**src/irc_pkg.sv**
```systemverilog
// Package for the infrared remote carrier and data-bit waveform unit.
// Assumes a single 20 MHz core clock and an AHB-Lite register bus.
package irc_pkg;

   // ----------------------------------------------------------------
   // Register byte offsets.
   // ----------------------------------------------------------------
   localparam logic [7:0] IRC_OFS_CLOCK_SETUP = 8'h00;
   localparam logic [7:0] IRC_OFS_CONTROL     = 8'h04;
   localparam logic [7:0] IRC_OFS_BIT_COUNT   = 8'h08;
   localparam logic [7:0] IRC_OFS_ACTIVE_LEN  = 8'h0C;
   localparam logic [7:0] IRC_OFS_BIT_LEN     = 8'h10;
   localparam logic [7:0] IRC_OFS_CARRIER     = 8'h14;
   localparam logic [7:0] IRC_OFS_FLAGS       = 8'h18;
   localparam logic [7:0] IRC_OFS_ENABLES     = 8'h1C;

   // ----------------------------------------------------------------
   // Field positions and reset values.
   // ----------------------------------------------------------------
   localparam int          IRC_CLK_KEEP_BIT   = 8;
   localparam int          IRC_CLK_DIV_LSB    = 4;
   localparam int          IRC_CLK_SRC_LSB    = 0;
   localparam int          IRC_FLAG_ACT_BIT   = 0;
   localparam int          IRC_FLAG_LEN_BIT   = 1;
   localparam int          IRC_FLAG_APEND_BIT = 2;
   localparam int          IRC_FLAG_LPEND_BIT = 3;
   localparam logic [15:0] IRC_LEN_RESET      = 16'h0000;
   localparam logic [7:0]  IRC_CARR_RESET     = 8'h00;
   localparam logic [14:0] IRC_PRESC_RESET    = 15'h0000;

   // Software-visible control word of the counter control register.
   typedef struct packed {
      logic [5:0] rsv_hi;
      logic       counter_clear;
      logic       count_run;
      logic [2:0] rsv_mid;
      logic       output_invert;
      logic       compare_buffer_enable;
      logic       oneshot_select;
      logic       unit_soft_reset;
      logic       unit_enable;
   } irc_ctrl_t;

   // Carrier settings word: period in the high byte, duty in the low byte.
   typedef struct packed {
      logic [7:0] carrier_period;
      logic [7:0] carrier_duty;
   } irc_carrier_t;

   // Unit clock setup word.
   typedef struct packed {
      logic       debug_clock_keep;
      logic [3:0] clock_divider;
      logic [1:0] clock_source;
   } irc_clk_t;

endpackage : irc_pkg

```
**src/irc_unit.sv**
```systemverilog
// Infrared remote waveform unit: carrier counter, data-bit counter, match flags.
// Assumes a 20 MHz core clock, one AHB-Lite master and synchronous inputs.
// Behaviour
// - Transmit pin is carrier AND data.
// - Carrier from 8-bit counter on unit clock.
// - Duty match toggles carrier; duty below period.
// - Period match toggles carrier, counter to zero.
// - Clear and run control both counters together.
// - Data signal from 16-bit counter and lengths.
// - Active-length match toggles data signal.
// - Bit-length match toggles data, counter zero.
// - Repeat mode counts until run cleared.
// - One-shot mode stops at bit-length match.
// - Unbuffered compares use fields directly, immediately.
// - Buffered compares use shadow copies.
// - Shadows load at bit-length shadow match.
// - Pending flags set on write, cleared on transfer.
// - Active-match flag set on active match.
// - Length-match flag set on length match.
// - Match flags cleared by one or reset.
// - Interrupt only when flag and enable set.
// - Pins driven only while run is one; irq is not.
// - Clear pulse high between active and length matches.
// - Bit 8 keeps unit clock in debug.
// - Divider field 2^-n, source field two bits.
// - Invert bit; data active from counter zero.
// - Clear reads one until clearing finishes.
// - Soft reset clears counters, match flags, then itself.
`timescale 1ns/1ps
`default_nettype none
module irc_unit
   import irc_pkg::*;
(
   // Clock and reset.
   input  wire logic        core_clk,
   input  wire logic        rstn,
   // AHB-Lite slave.
   input  wire logic        hsel,
   input  wire logic [7:0]  haddr,
   input  wire logic [1:0]  htrans,
   input  wire logic        hwrite,
   input  wire logic [2:0]  hsize,
   input  wire logic [31:0] hwdata,
   input  wire logic        hready,
   output logic [31:0]      hrdata,
   output logic             hreadyout,
   output logic             hresp,
   // Processor state.
   input  wire logic        debug_mode,
   // Pins and interrupt.
   output logic             ir_transmit_output,
   output logic             clear_pulse_output,
   output logic             irq
);

   // ----------------------------------------------------------------
   // Registers.
   // ----------------------------------------------------------------
   irc_clk_t     clk_setup_reg;
   irc_ctrl_t    ctrl_reg;
   irc_carrier_t carrier_reg;
   logic [15:0]  active_len_reg;
   logic [15:0]  bit_len_reg;
   logic [15:0]  active_shadow_reg;
   logic [15:0]  bit_shadow_reg;
   logic [15:0]  bit_cnt_reg;
   logic [7:0]   carr_cnt_reg;
   logic [14:0]  presc_reg;
   logic         carrier_sig_reg;
   logic         data_sig_reg;
   logic         active_flag_reg;
   logic         length_flag_reg;
   logic         active_pend_reg;
   logic         length_pend_reg;
   logic         active_ie_reg;
   logic         length_ie_reg;
   logic         wr_pend_reg;
   logic         rd_pend_reg;
   logic [7:0]   addr_reg;
   logic [31:0]  hrdata_reg;
   logic         hreadyout_reg;
   logic         tx_reg;
   logic         clp_reg;
   logic         irq_reg;

   logic         wr_en;
   logic         wr_clk;
   logic         wr_ctrl;
   logic         wr_alen;
   logic         wr_blen;
   logic         wr_flags;
   logic         tick;
   logic         running;
   logic [14:0]  div_mask;
   logic [15:0]  ap_cmp;
   logic [15:0]  db_cmp;
   logic         ap_hit;
   logic         db_hit;
   logic         srst;
   logic         tx_next;
   logic         clp_next;
   logic [31:0]  rd_next;

   // ----------------------------------------------------------------
   // AHB-Lite slave: writes land in the data phase, reads take one wait.
   // ----------------------------------------------------------------

   // Address phase capture and the read wait state.
   always_ff @(posedge core_clk or negedge rstn)
   begin
      if (!rstn)
      begin
         wr_pend_reg   <= 1'b0;
         rd_pend_reg   <= 1'b0;
         addr_reg      <= 8'h00;
         hreadyout_reg <= 1'b1;
         hrdata_reg    <= 32'h0000_0000;
      end
      else if (rd_pend_reg)
      begin
         rd_pend_reg   <= 1'b0;
         hreadyout_reg <= 1'b1;
         hrdata_reg    <= rd_next;
      end
      else if (hready)
      begin
         wr_pend_reg   <= hsel && htrans[1] && hwrite;
         rd_pend_reg   <= hsel && htrans[1] && !hwrite;
         hreadyout_reg <= !(hsel && htrans[1] && !hwrite);
         addr_reg      <= haddr;
      end
      else
      begin
         wr_pend_reg <= 1'b0;
      end
   end

   // Write strobes per register.
   assign wr_en    = wr_pend_reg;
   assign wr_clk   = wr_en && (addr_reg == IRC_OFS_CLOCK_SETUP) && !ctrl_reg.unit_enable;
   assign wr_ctrl  = wr_en && (addr_reg == IRC_OFS_CONTROL);
   assign wr_alen  = wr_en && (addr_reg == IRC_OFS_ACTIVE_LEN) && ctrl_reg.unit_enable;
   assign wr_blen  = wr_en && (addr_reg == IRC_OFS_BIT_LEN) && ctrl_reg.unit_enable;
   assign wr_flags = wr_en && (addr_reg == IRC_OFS_FLAGS);
   assign srst     = ctrl_reg.unit_soft_reset;

   // Read mux; unmapped offsets and reserved bits read zero.
   always_comb
   begin
      rd_next = 32'h0000_0000;
      case (addr_reg)
         IRC_OFS_CLOCK_SETUP: rd_next[8:0] = {clk_setup_reg.debug_clock_keep, clk_setup_reg.clock_divider,
                                              2'b00, clk_setup_reg.clock_source};
         IRC_OFS_CONTROL:     rd_next[15:0] = {6'h00, ctrl_reg.counter_clear, ctrl_reg.count_run, 3'h0,
                                               ctrl_reg.output_invert, ctrl_reg.compare_buffer_enable,
                                               ctrl_reg.oneshot_select, ctrl_reg.unit_soft_reset,
                                               ctrl_reg.unit_enable};
         IRC_OFS_BIT_COUNT:   rd_next[15:0] = bit_cnt_reg;
         IRC_OFS_ACTIVE_LEN:  rd_next[15:0] = active_len_reg;
         IRC_OFS_BIT_LEN:     rd_next[15:0] = bit_len_reg;
         IRC_OFS_CARRIER:     rd_next[15:0] = carrier_reg;
         IRC_OFS_FLAGS:       rd_next[3:0] = {length_pend_reg, active_pend_reg, length_flag_reg, active_flag_reg};
         IRC_OFS_ENABLES:     rd_next[1:0] = {length_ie_reg, active_ie_reg};
         default:             rd_next = 32'h0000_0000;
      endcase
   end

   // ----------------------------------------------------------------
   // Configuration registers.
   // ----------------------------------------------------------------

   // Clock setup, alterable only while the unit is disabled.
   always_ff @(posedge core_clk or negedge rstn)
   begin
      if (!rstn)
         clk_setup_reg <= '0;
      else if (wr_clk)
      begin
         clk_setup_reg.debug_clock_keep <= hwdata[IRC_CLK_KEEP_BIT];
         clk_setup_reg.clock_divider    <= hwdata[IRC_CLK_DIV_LSB +: 4];
         clk_setup_reg.clock_source     <= hwdata[IRC_CLK_SRC_LSB +: 2];
      end
   end

   // Carrier settings, interrupt enables and length fields.
   always_ff @(posedge core_clk or negedge rstn)
   begin
      if (!rstn)
      begin
         carrier_reg    <= {IRC_CARR_RESET, IRC_CARR_RESET};
         active_len_reg <= IRC_LEN_RESET;
         bit_len_reg    <= IRC_LEN_RESET;
         active_ie_reg  <= 1'b0;
         length_ie_reg  <= 1'b0;
      end
      else
      begin
         if (wr_en && addr_reg == IRC_OFS_CARRIER)
            carrier_reg <= hwdata[15:0];
         if (wr_en && addr_reg == IRC_OFS_ENABLES)
         begin
            active_ie_reg <= hwdata[IRC_FLAG_ACT_BIT];
            length_ie_reg <= hwdata[IRC_FLAG_LEN_BIT];
         end
         if (wr_alen)
            active_len_reg <= hwdata[15:0];
         if (wr_blen)
            bit_len_reg <= hwdata[15:0];
      end
   end

   // Counter control: soft reset lasts one cycle, clear lasts until a tick.
   always_ff @(posedge core_clk or negedge rstn)
   begin
      if (!rstn)
         ctrl_reg <= '0;
      else if (srst)
      begin
         ctrl_reg.unit_soft_reset <= 1'b0;
         ctrl_reg.counter_clear   <= 1'b0;
         ctrl_reg.count_run       <= 1'b0;
      end
      else if (wr_ctrl)
      begin
         ctrl_reg.unit_enable           <= hwdata[0];
         ctrl_reg.unit_soft_reset       <= hwdata[1];
         ctrl_reg.oneshot_select        <= hwdata[2];
         ctrl_reg.compare_buffer_enable <= hwdata[3];
         ctrl_reg.output_invert         <= hwdata[4];
         ctrl_reg.count_run             <= hwdata[8];
         ctrl_reg.counter_clear         <= hwdata[9] | (ctrl_reg.counter_clear & !tick);
      end
      else
      begin
         if (db_hit && ctrl_reg.oneshot_select)
            ctrl_reg.count_run <= 1'b0;
         if (tick)
            ctrl_reg.counter_clear <= 1'b0;
      end
   end

   // ----------------------------------------------------------------
   // Unit clock enable from the binary divider.
   // ----------------------------------------------------------------

   // Prescaler runs while enabled and not halted by debug.
   always_ff @(posedge core_clk or negedge rstn)
   begin
      if (!rstn)
         presc_reg <= IRC_PRESC_RESET;
      else if (!ctrl_reg.unit_enable)
         presc_reg <= IRC_PRESC_RESET;
      else if (!debug_mode || clk_setup_reg.debug_clock_keep)
         presc_reg <= presc_reg + 15'h0001;
   end

   // One tick every 2^n core cycles.
   assign div_mask = 15'((16'h0001 << clk_setup_reg.clock_divider) - 16'h0001);
   assign tick     = ctrl_reg.unit_enable && (!debug_mode || clk_setup_reg.debug_clock_keep)
                     && ((presc_reg & div_mask) == div_mask);
   assign running  = ctrl_reg.count_run && !ctrl_reg.counter_clear && !srst;

   // ----------------------------------------------------------------
   // Compare values and matches.
   // ----------------------------------------------------------------
   assign ap_cmp = ctrl_reg.compare_buffer_enable ? active_shadow_reg : active_len_reg;
   assign db_cmp = ctrl_reg.compare_buffer_enable ? bit_shadow_reg : bit_len_reg;
   assign ap_hit = tick && running && (bit_cnt_reg == ap_cmp);
   assign db_hit = tick && running && (bit_cnt_reg == db_cmp);

   // Shadows follow the fields while unbuffered and load at each bit end.
   always_ff @(posedge core_clk or negedge rstn)
   begin
      if (!rstn)
      begin
         active_shadow_reg <= IRC_LEN_RESET;
         bit_shadow_reg    <= IRC_LEN_RESET;
      end
      else if (!ctrl_reg.compare_buffer_enable || db_hit)
      begin
         active_shadow_reg <= active_len_reg;
         bit_shadow_reg    <= bit_len_reg;
      end
   end

   // Pending flags: a write in the transfer cycle keeps the flag set.
   always_ff @(posedge core_clk or negedge rstn)
   begin
      if (!rstn)
      begin
         active_pend_reg <= 1'b0;
         length_pend_reg <= 1'b0;
      end
      else if (!ctrl_reg.compare_buffer_enable)
      begin
         active_pend_reg <= 1'b0;
         length_pend_reg <= 1'b0;
      end
      else
      begin
         active_pend_reg <= wr_alen | (active_pend_reg & !db_hit);
         length_pend_reg <= wr_blen | (length_pend_reg & !db_hit);
      end
   end

   // ----------------------------------------------------------------
   // Data-bit and carrier counters with their waveforms.
   // ----------------------------------------------------------------

   // Data counter and data signal, active from count zero.
   always_ff @(posedge core_clk or negedge rstn)
   begin
      if (!rstn)
      begin
         bit_cnt_reg  <= 16'h0000;
         data_sig_reg <= 1'b1;
      end
      else if (srst || (ctrl_reg.counter_clear && tick))
      begin
         bit_cnt_reg  <= 16'h0000;
         data_sig_reg <= 1'b1;
      end
      else if (db_hit)
      begin
         bit_cnt_reg  <= 16'h0000;
         data_sig_reg <= !data_sig_reg;
      end
      else if (tick && running)
      begin
         bit_cnt_reg <= bit_cnt_reg + 16'h0001;
         if (ap_hit)
            data_sig_reg <= !data_sig_reg;
      end
   end

   // Carrier counter and carrier signal.
   always_ff @(posedge core_clk or negedge rstn)
   begin
      if (!rstn)
      begin
         carr_cnt_reg    <= 8'h00;
         carrier_sig_reg <= 1'b1;
      end
      else if (srst || (ctrl_reg.counter_clear && tick))
      begin
         carr_cnt_reg    <= 8'h00;
         carrier_sig_reg <= 1'b1;
      end
      else if (tick && running)
      begin
         if (carr_cnt_reg == carrier_reg.carrier_period)
         begin
            carr_cnt_reg    <= 8'h00;
            carrier_sig_reg <= !carrier_sig_reg;
         end
         else
         begin
            carr_cnt_reg <= carr_cnt_reg + 8'h01;
            if (carr_cnt_reg == carrier_reg.carrier_duty)
               carrier_sig_reg <= !carrier_sig_reg;
         end
      end
   end

   // ----------------------------------------------------------------
   // Match flags; a hit in the clearing cycle keeps the flag set.
   // ----------------------------------------------------------------
   always_ff @(posedge core_clk or negedge rstn)
   begin
      if (!rstn)
      begin
         active_flag_reg <= 1'b0;
         length_flag_reg <= 1'b0;
      end
      else if (srst)
      begin
         active_flag_reg <= 1'b0;
         length_flag_reg <= 1'b0;
      end
      else
      begin
         active_flag_reg <= ap_hit | (active_flag_reg & !(wr_flags & hwdata[IRC_FLAG_ACT_BIT]));
         length_flag_reg <= db_hit | (length_flag_reg & !(wr_flags & hwdata[IRC_FLAG_LEN_BIT]));
      end
   end

   // ----------------------------------------------------------------
   // Output pins and interrupt, each from a flip-flop.
   // ----------------------------------------------------------------
   assign tx_next  = (ctrl_reg.count_run & carrier_sig_reg & data_sig_reg) ^ ctrl_reg.output_invert;
   assign clp_next = ctrl_reg.count_run & !data_sig_reg;

   // Pins held inactive while stopped; the interrupt is not.
   always_ff @(posedge core_clk or negedge rstn)
   begin
      if (!rstn)
      begin
         tx_reg  <= 1'b0;
         clp_reg <= 1'b0;
         irq_reg <= 1'b0;
      end
      else
      begin
         tx_reg  <= tx_next;
         clp_reg <= clp_next;
         irq_reg <= (active_flag_reg & active_ie_reg) | (length_flag_reg & length_ie_reg);
      end
   end

   assign ir_transmit_output = tx_reg;
   assign clear_pulse_output = clp_reg;
   assign irq                = irq_reg;
   assign hrdata             = hrdata_reg;
   assign hreadyout          = hreadyout_reg;
   assign hresp              = 1'b0;
endmodule : irc_unit
`default_nettype wire

```
**config.mk**
```make
export PLATFORM = sky130hd
export DESIGN_NAME = irc_unit
export DESIGN_NICKNAME = d
export VERILOG_FILES = /design/src/irc_pkg.sv /design/src/irc_unit.sv
export SDC_FILE = /design/constraint.sdc
export NUM_CORES = 1
export LEC_CHECK = 0
export BUFFER_PORTS_ARGS = -buffer_cell sky130_fd_sc_hd__clkbuf_2
export CAP_MARGIN = 15
export CORE_AREA = 2 2 170 155
export CTS_BUF_LIST = sky130_fd_sc_hd__clkbuf_2
export CTS_CLUSTER_DIAMETER = 80
export DETAILED_ROUTE_END_ITERATION = 8
export DIE_AREA = 0 0 172 157
export HOLD_SLACK_MARGIN = 0.03
export PLACE_DENSITY_LB_ADDON = 0.12
export SLEW_MARGIN = 10
export SYNTH_ARGS = -nofsm -noshare
export SYNTH_HDL_FRONTEND = slang
export SYNTH_SLANG_ARGS = --single-unit
```
**constraint.sdc**
```tcl
create_clock -name core_clk -period 3.1 [get_ports core_clk]
set_clock_uncertainty 0.05 [all_clocks]
set_input_delay 0.62 -clock core_clk [delete_from_list [all_inputs] [get_ports core_clk]]
set_output_delay 0.62 -clock core_clk [all_outputs]
set_load 0.03 [all_outputs]
```
Yosys cells after proc, flatten, opt, wreduce, memory -nomap -nowiden
Cells that the tools add are included.
{"block": "word_totals", "reg_bits": 171, "latchBits": 0, "ram_bits": 0, "rom_bits": 0, "input_bits": 51, "output_inout_bits": 37, "mem_count": 0}
{"block": "op_classes", "n_addsub": 4, "multipliers": 0, "div_mod_pow": 0, "order_cmp": 0, "eq_ne": 13, "shift": 1, "n_mux": 37, "n_bitwise": 22, "reduce_logical": 50}
{"op": "two-way mux 16 bit", "n": 5}
{"op": "one-hot mux 7 bit (5 select lines)", "n": 1}
{"op": "equality test 16 bit", "n": 2}
{"op": "equality test 8 x 5 -> 1 bit (second input constant)", "n": 4}
{"op": "two-way mux 15 bit", "n": 2}
{"op": "one-hot mux 5 bit (6 select lines)", "n": 1}
{"op": "two-way mux 8 bit", "n": 3}
{"op": "logical AND 1 bit", "n": 22}
{"op": "two-way mux 1 bit", "n": 20}
{"op": "adder 16 x 1 -> 16 bit (second input constant)", "n": 1}
{"op": "equality test 8 x 4 -> 1 bit (second input constant)", "n": 2}
{"op": "equality test 8 bit", "n": 2}
{"op": "one-hot mux 2 bit (8 select lines)", "n": 1}
{"op": "adder 15 x 1 -> 15 bit (second input constant)", "n": 1}
{"op": "bitwise AND 15 bit", "n": 1}
{"op": "equality test 15 bit", "n": 1}
{"op": "nonzero test 3 bit", "n": 5}
{"op": "left shift 1 x 4 -> 15 bit (first input constant)", "n": 1}
{"op": "subtractor 15 x 1 -> 15 bit (second input constant)", "n": 1}
{"op": "zero test 1 bit", "n": 13}
{"op": "bitwise AND 1 bit", "n": 12}
{"op": "one-hot mux 2 bit (6 select lines)", "n": 1}
{"op": "adder 8 x 1 -> 8 bit (second input constant)", "n": 1}
{"op": "equality test 8 x 3 -> 1 bit (second input constant)", "n": 1}
{"op": "9 further kinds", "n": 23}

Longest topological paths before layout
{"block": "logic_depth", "depth_word": 11, "mapped_depth": 14}

Worst setup path before layout
Ideal clock, no wire load.
{"block": "synth_path", "path_kind": "register to register", "start": "reg clk_setup_reg[4] (netlist name)", "end": "reg active_shadow_reg[0]", "setup_time_ns": 0.125, "t_arrival_ns": 3.060, "slack_ns": -0.135, "stages_incl_launch_ff": 15, "path_buffers": 4, "synth_period_minus_slack_ns": 3.235, "cell_sequence": "dfrtp_1 -> buf_6 -> nor3_2 -> nand2b_1 -> ha_1 -> clkbuf_1 -> nor2b_1 -> a2111oi_0 -> o32a_1 -> nand4_1 -> or2_1 -> buf_6 -> o21ai_4 -> buf_12 -> mux2_4"}
{"block": "synth_via", "elab_chain_cells": 8}
{"item": "start, declared", "line_no": "irc_unit.sv:59", "rtl": "irc_clk_t clk_setup_reg;"}
{"item": "left shift 1 x 4 -> 15 bit (*)", "line_no": "irc_unit.sv:258", "rtl": "assign div_mask = 15'((16'h0001 << clk_setup_reg.clock_divider) - 16'h0001);"}
{"item": "subtractor 15 x 1 -> 15 bit (*)", "line_no": "irc_unit.sv:258"}
{"item": "bitwise AND 15 bit", "line_no": "irc_unit.sv:260", "rtl": "&& ((presc_reg & div_mask) == div_mask);"}
{"item": "equality test 15 bit (*)", "line_no": "irc_unit.sv:260"}
{"item": "logical AND 1 bit (*)", "line_no": "irc_unit.sv:260"}
{"item": "logical AND 1 bit (*) (2 in a row)", "line_no": "irc_unit.sv:269", "rtl": "assign db_hit = tick && running && (bit_cnt_reg == db_cmp);"}
{"item": "logical OR 1 bit (*)", "line_no": "irc_unit.sv:279", "rtl": "else if (!ctrl_reg.compare_buffer_enable || db_hit)"}
{"item": "end signal, assigned", "line_no": "irc_unit.sv:281", "rtl": "active_shadow_reg <= active_len_reg;"}
{"item": "end, declared", "line_no": "irc_unit.sv:64", "rtl": "logic [15:0] active_shadow_reg;"}
Every way passes the cells marked *; elsewhere a longest branch is shown, timed or not.
A chain may end at the register's enable or synchronous reset.

Worst setup path in the final report
{"block": "layout_path", "start": "reg clk_setup_reg[4] (netlist name)", "end": "reg bit_shadow_reg[15]"}
{"block": "layout_via", "elab_chain_cells": 8}
{"item": "left shift 1 x 4 -> 15 bit (*)", "line_no": "irc_unit.sv:258"}
{"item": "subtractor 15 x 1 -> 15 bit (*)", "line_no": "irc_unit.sv:258"}
{"item": "bitwise AND 15 bit", "line_no": "irc_unit.sv:260"}
{"item": "equality test 15 bit (*)", "line_no": "irc_unit.sv:260"}
{"item": "logical AND 1 bit (*)", "line_no": "irc_unit.sv:260"}
{"item": "logical AND 1 bit (*) (2 in a row)", "line_no": "irc_unit.sv:269"}
{"item": "logical OR 1 bit (*)", "line_no": "irc_unit.sv:279"}
{"item": "end signal, assigned", "line_no": "irc_unit.sv:282", "rtl": "bit_shadow_reg <= bit_len_reg;"}
{"item": "end, declared", "line_no": "irc_unit.sv:65", "rtl": "logic [15:0] bit_shadow_reg;"}
Marked as above.

==> summary.md <==
| Metric | Value |
|---|---|
| Starting density of the core | `0.367` |
| Site Rows | `55` |
| Largest net degree at the start of global routing | `51` |
| Hold path start | `hsel` |
| Chip width | `172 um` |
| DP Worst Slack | `approximately 12 ps` |
| Count of unique library cells instantiated by Yosys | `74` |
| 1st-iter DRT viols | `about 370` |
| Setup violators final | `0` |
| Maximum VDD drop | `slightly below 200 uV` |
| CTS tree | `done` |
| Num CTS Buffers | `17` |
| Number of max-cap violations | `0` |
| Clock-pin slew on the worst setup and hold paths | `280 ps` |
| Critical path origin | `clk_setup_reg[4]` |
| DP Cell Count | `1213` |
| Antenna Nets Post-Route | `0` |
| Layout area overhead | `15.3%` |
| Skew-Pair Late Insertion Delay | `760 ps` |
| Worst Hold Slack | `124 ps` |
| NumNets Final | `975` |
| Number of port buffers | `50` |
| Routed WL per cell | `around 20 um` |
| Routed WL | `25100 um` |
| Clock sink total | `171` |
| Worst Hold Class | `in2reg` |
| Synth warn | `0` |
| RSZ-0062 raised after global routing | `yes` |
| Final non-filler cell total | `1275` |
| Worst Path Arrival | `roughly 3600 ps` |
| Crit share post-route | `0.987` |
| Status | `complete, no violations` |
| Worst Setup Slack, final | `40.8 ps` |
| Vias per inst | `5.17` |
| Seq/Total Area, Yosys | `0.466` |
| Global-route wire length before repair | `39600 um` |
| Critical Path RT | `3690 ps` |
| GRT overflow | `0` |
| Post-DP HPWL | `17700 um` |
| Post-Place Cell Area | `9980 um2` |
| Ys flop type | `dfrtp_1` |
| Die Ht | `about 160 um` |
| Ratio of cells with drive above 1 in the final layout | `0.277` |
| Synth Area per Inst | `11.1 um2` |
| Root Buffer | `clkbuf_2` |
| Routability-driven placement congestion ratio | `0.840` |
| Leakage power | `4.56 nW` |
| Cells after Synth | `829` |
| Clock buffer depth | `2` |
| Final Cell Area | `10600 um2` |
| Asr flop ratio synth | `1.00` |
| Worst slew pin tran | `839 ps` |
| Maximum clock frequency | `327 MHz` |
| Setup TNS | `0 ps` |
| Startpoint types | `flop` |
| Worst setup EP type | `flop` |
| Kind of critical path | `reg2reg` |
| Slew margin rel. | `0.439` |
| Seq cells post-synth | `171` |
| Initial antenna violation count | `1` |
| H-tree levels | `4` |
| Final hold vios | `0` |
| Post-route DRC | `0` |
| Number of global-route vias before repair | `6486` |
| DRT Pass-1 Iters | `5` |
| Ports | `88` |
| Overall Global Routing Usage | `0.195` |
| Die ar. | `27000 um2` |
| Slew Limit Fails | `0` |
| CP Max Fanout | `8` |
| Crit path time final | `3060 ps` |
| Total power density per cell area | `382 nW/um2` |
| Worst R2R Setup Slack | `40 ps` |
| Core area | `25000 um2` |
| Mapped Area | `9180 um2` |
| R2R Path Start | `clk_setup_reg[4]` |
| EDFF count, synth | `0` |
| Via Count | `6595` |
| # fillers | `around 2.5k` |
==> cell usage in the layout (no fill, tap or decap), types with 23 or more instances in the layout <==
master         instances
clkbuf_2              66
dfrtp_1              167
mux2_4                30
a21oi_1               25
inv_1                 26
mux2i_1               43
dlygate4sd3_1         23
nor2_1                54
mux2_2                68
nand2_1               36
buf_4                 42
xnor2_1               59
==> layer usage <==
layer	vias to the layer above	track usage	routed length (um)
met4	0	0.0392	259
met1	3358	0.290	12500
met5	-	0	0
li1	3117	-	-
met2	105	0.298	11500
met3	15	0.0355	811
==> worst paths after layout <==
check / end / cells after the start
setup / recovery: bit_shadow_reg[15] / 12
hold / removal: hreadyout / 4
setup reg to reg: bit_shadow_reg[15] / 12
hold reg to reg: active_shadow_reg[15] / 1
max in group asynchronous: carrier_sig_reg / 3
min in group asynchronous: presc_reg[7] / 2
==> where the power goes <==
group          internal, W  switching, W  leakage, nW
clock network     0.000308      0.000868        0.134
registers          0.00232     0.0000804         2.20
logic             0.000201      0.000271         2.23
==> synth_stat cells, drive strengths merged, types with 10 or more instances <==
master / count / area share
nor4: 12 / 0.0082
nand3: 18 / 0.0098
o22ai: 10 / 0.0068
clkbuf: 36 / 0.015
o21ai: 24 / 0.014
nand4: 12 / 0.0089
and3: 13 / 0.0089
mux2: 100 / 0.13
nand2: 36 / 0.015
inv: 26 / 0.011
and2: 12 / 0.0082
mux2i: 43 / 0.047
xnor2: 59 / 0.056
a222oi: 10 / 0.011
nor2: 54 / 0.022
buf: 35 / 0.031
dfrtp: 168 / 0.46
a221oi: 10 / 0.0095
nor3: 19 / 0.012
a21oi: 27 / 0.015
==> area by class of cell <==
type                    instances  area (um2)  share of cell area
diodes                          1        2.50            0.000236
well taps                     342         428              0.0404
clock buffers                  17        85.1             0.00804
flip-flops and latches        171        4280               0.405
repair buffers                127        1030              0.0972
inverters                      26        97.6             0.00922
multi-input cells             577        4530               0.428
clock inverters                14         134              0.0126
==> cell families (layout without fill, tap and decap cells) <==
group                    count (synthesis)  after routing  share of synthesized area
AND/OR/NAND/NOR                        217            217                      0.127
flip-flops                             171            171                      0.466
multiplexers                           143            143                      0.182
AO/OA/AOI/OAI                          128            128                     0.0974
buffers and inverters                   97            184                     0.0565
XOR/XNOR                                68             68                     0.0649
adder cells (fa/ha/maj)                  4              4                    0.00545
other                                    1             18                   0.000408
==> what timing repair did <==
item / in CTS / in global routing
cloned: 1 / 1
setup endpoints to repair: 40 / 52
pin swaps: 4 / 4
buffers inserted: 4 / 1
resized for setup: 2 / 14
hold buffers: 18 / 5
hold endpoints to repair: 67 / 13
==> worst max-delay path, cell delays in order (launching register included) <==
cell       delay (ps)
dfrtp_1           470
nor3_4            220
nand2b_1          130
buf_4             150
buf_4             120
buf_4             120
a2111oi_2         350
nand4_1           250
or2_4             330
o21ai_4           140
buf_4             170
buf_12            140
mux2_1            320
==> through the flow <==
| stage | utilization | total power (W) |
|---|---|---|
| final | 0.423 | 0.00404 |
| after CTS | 0.417 | 0.00409 |
| after floorplan | - | 0.00271 |
| after detailed placement | 0.398 | 0.00288 |
| after global placement | 0.398 | 0.00288 |
| after global routing | 0.423 | 0.00425 |
Power figures use the tool's default switching activity.
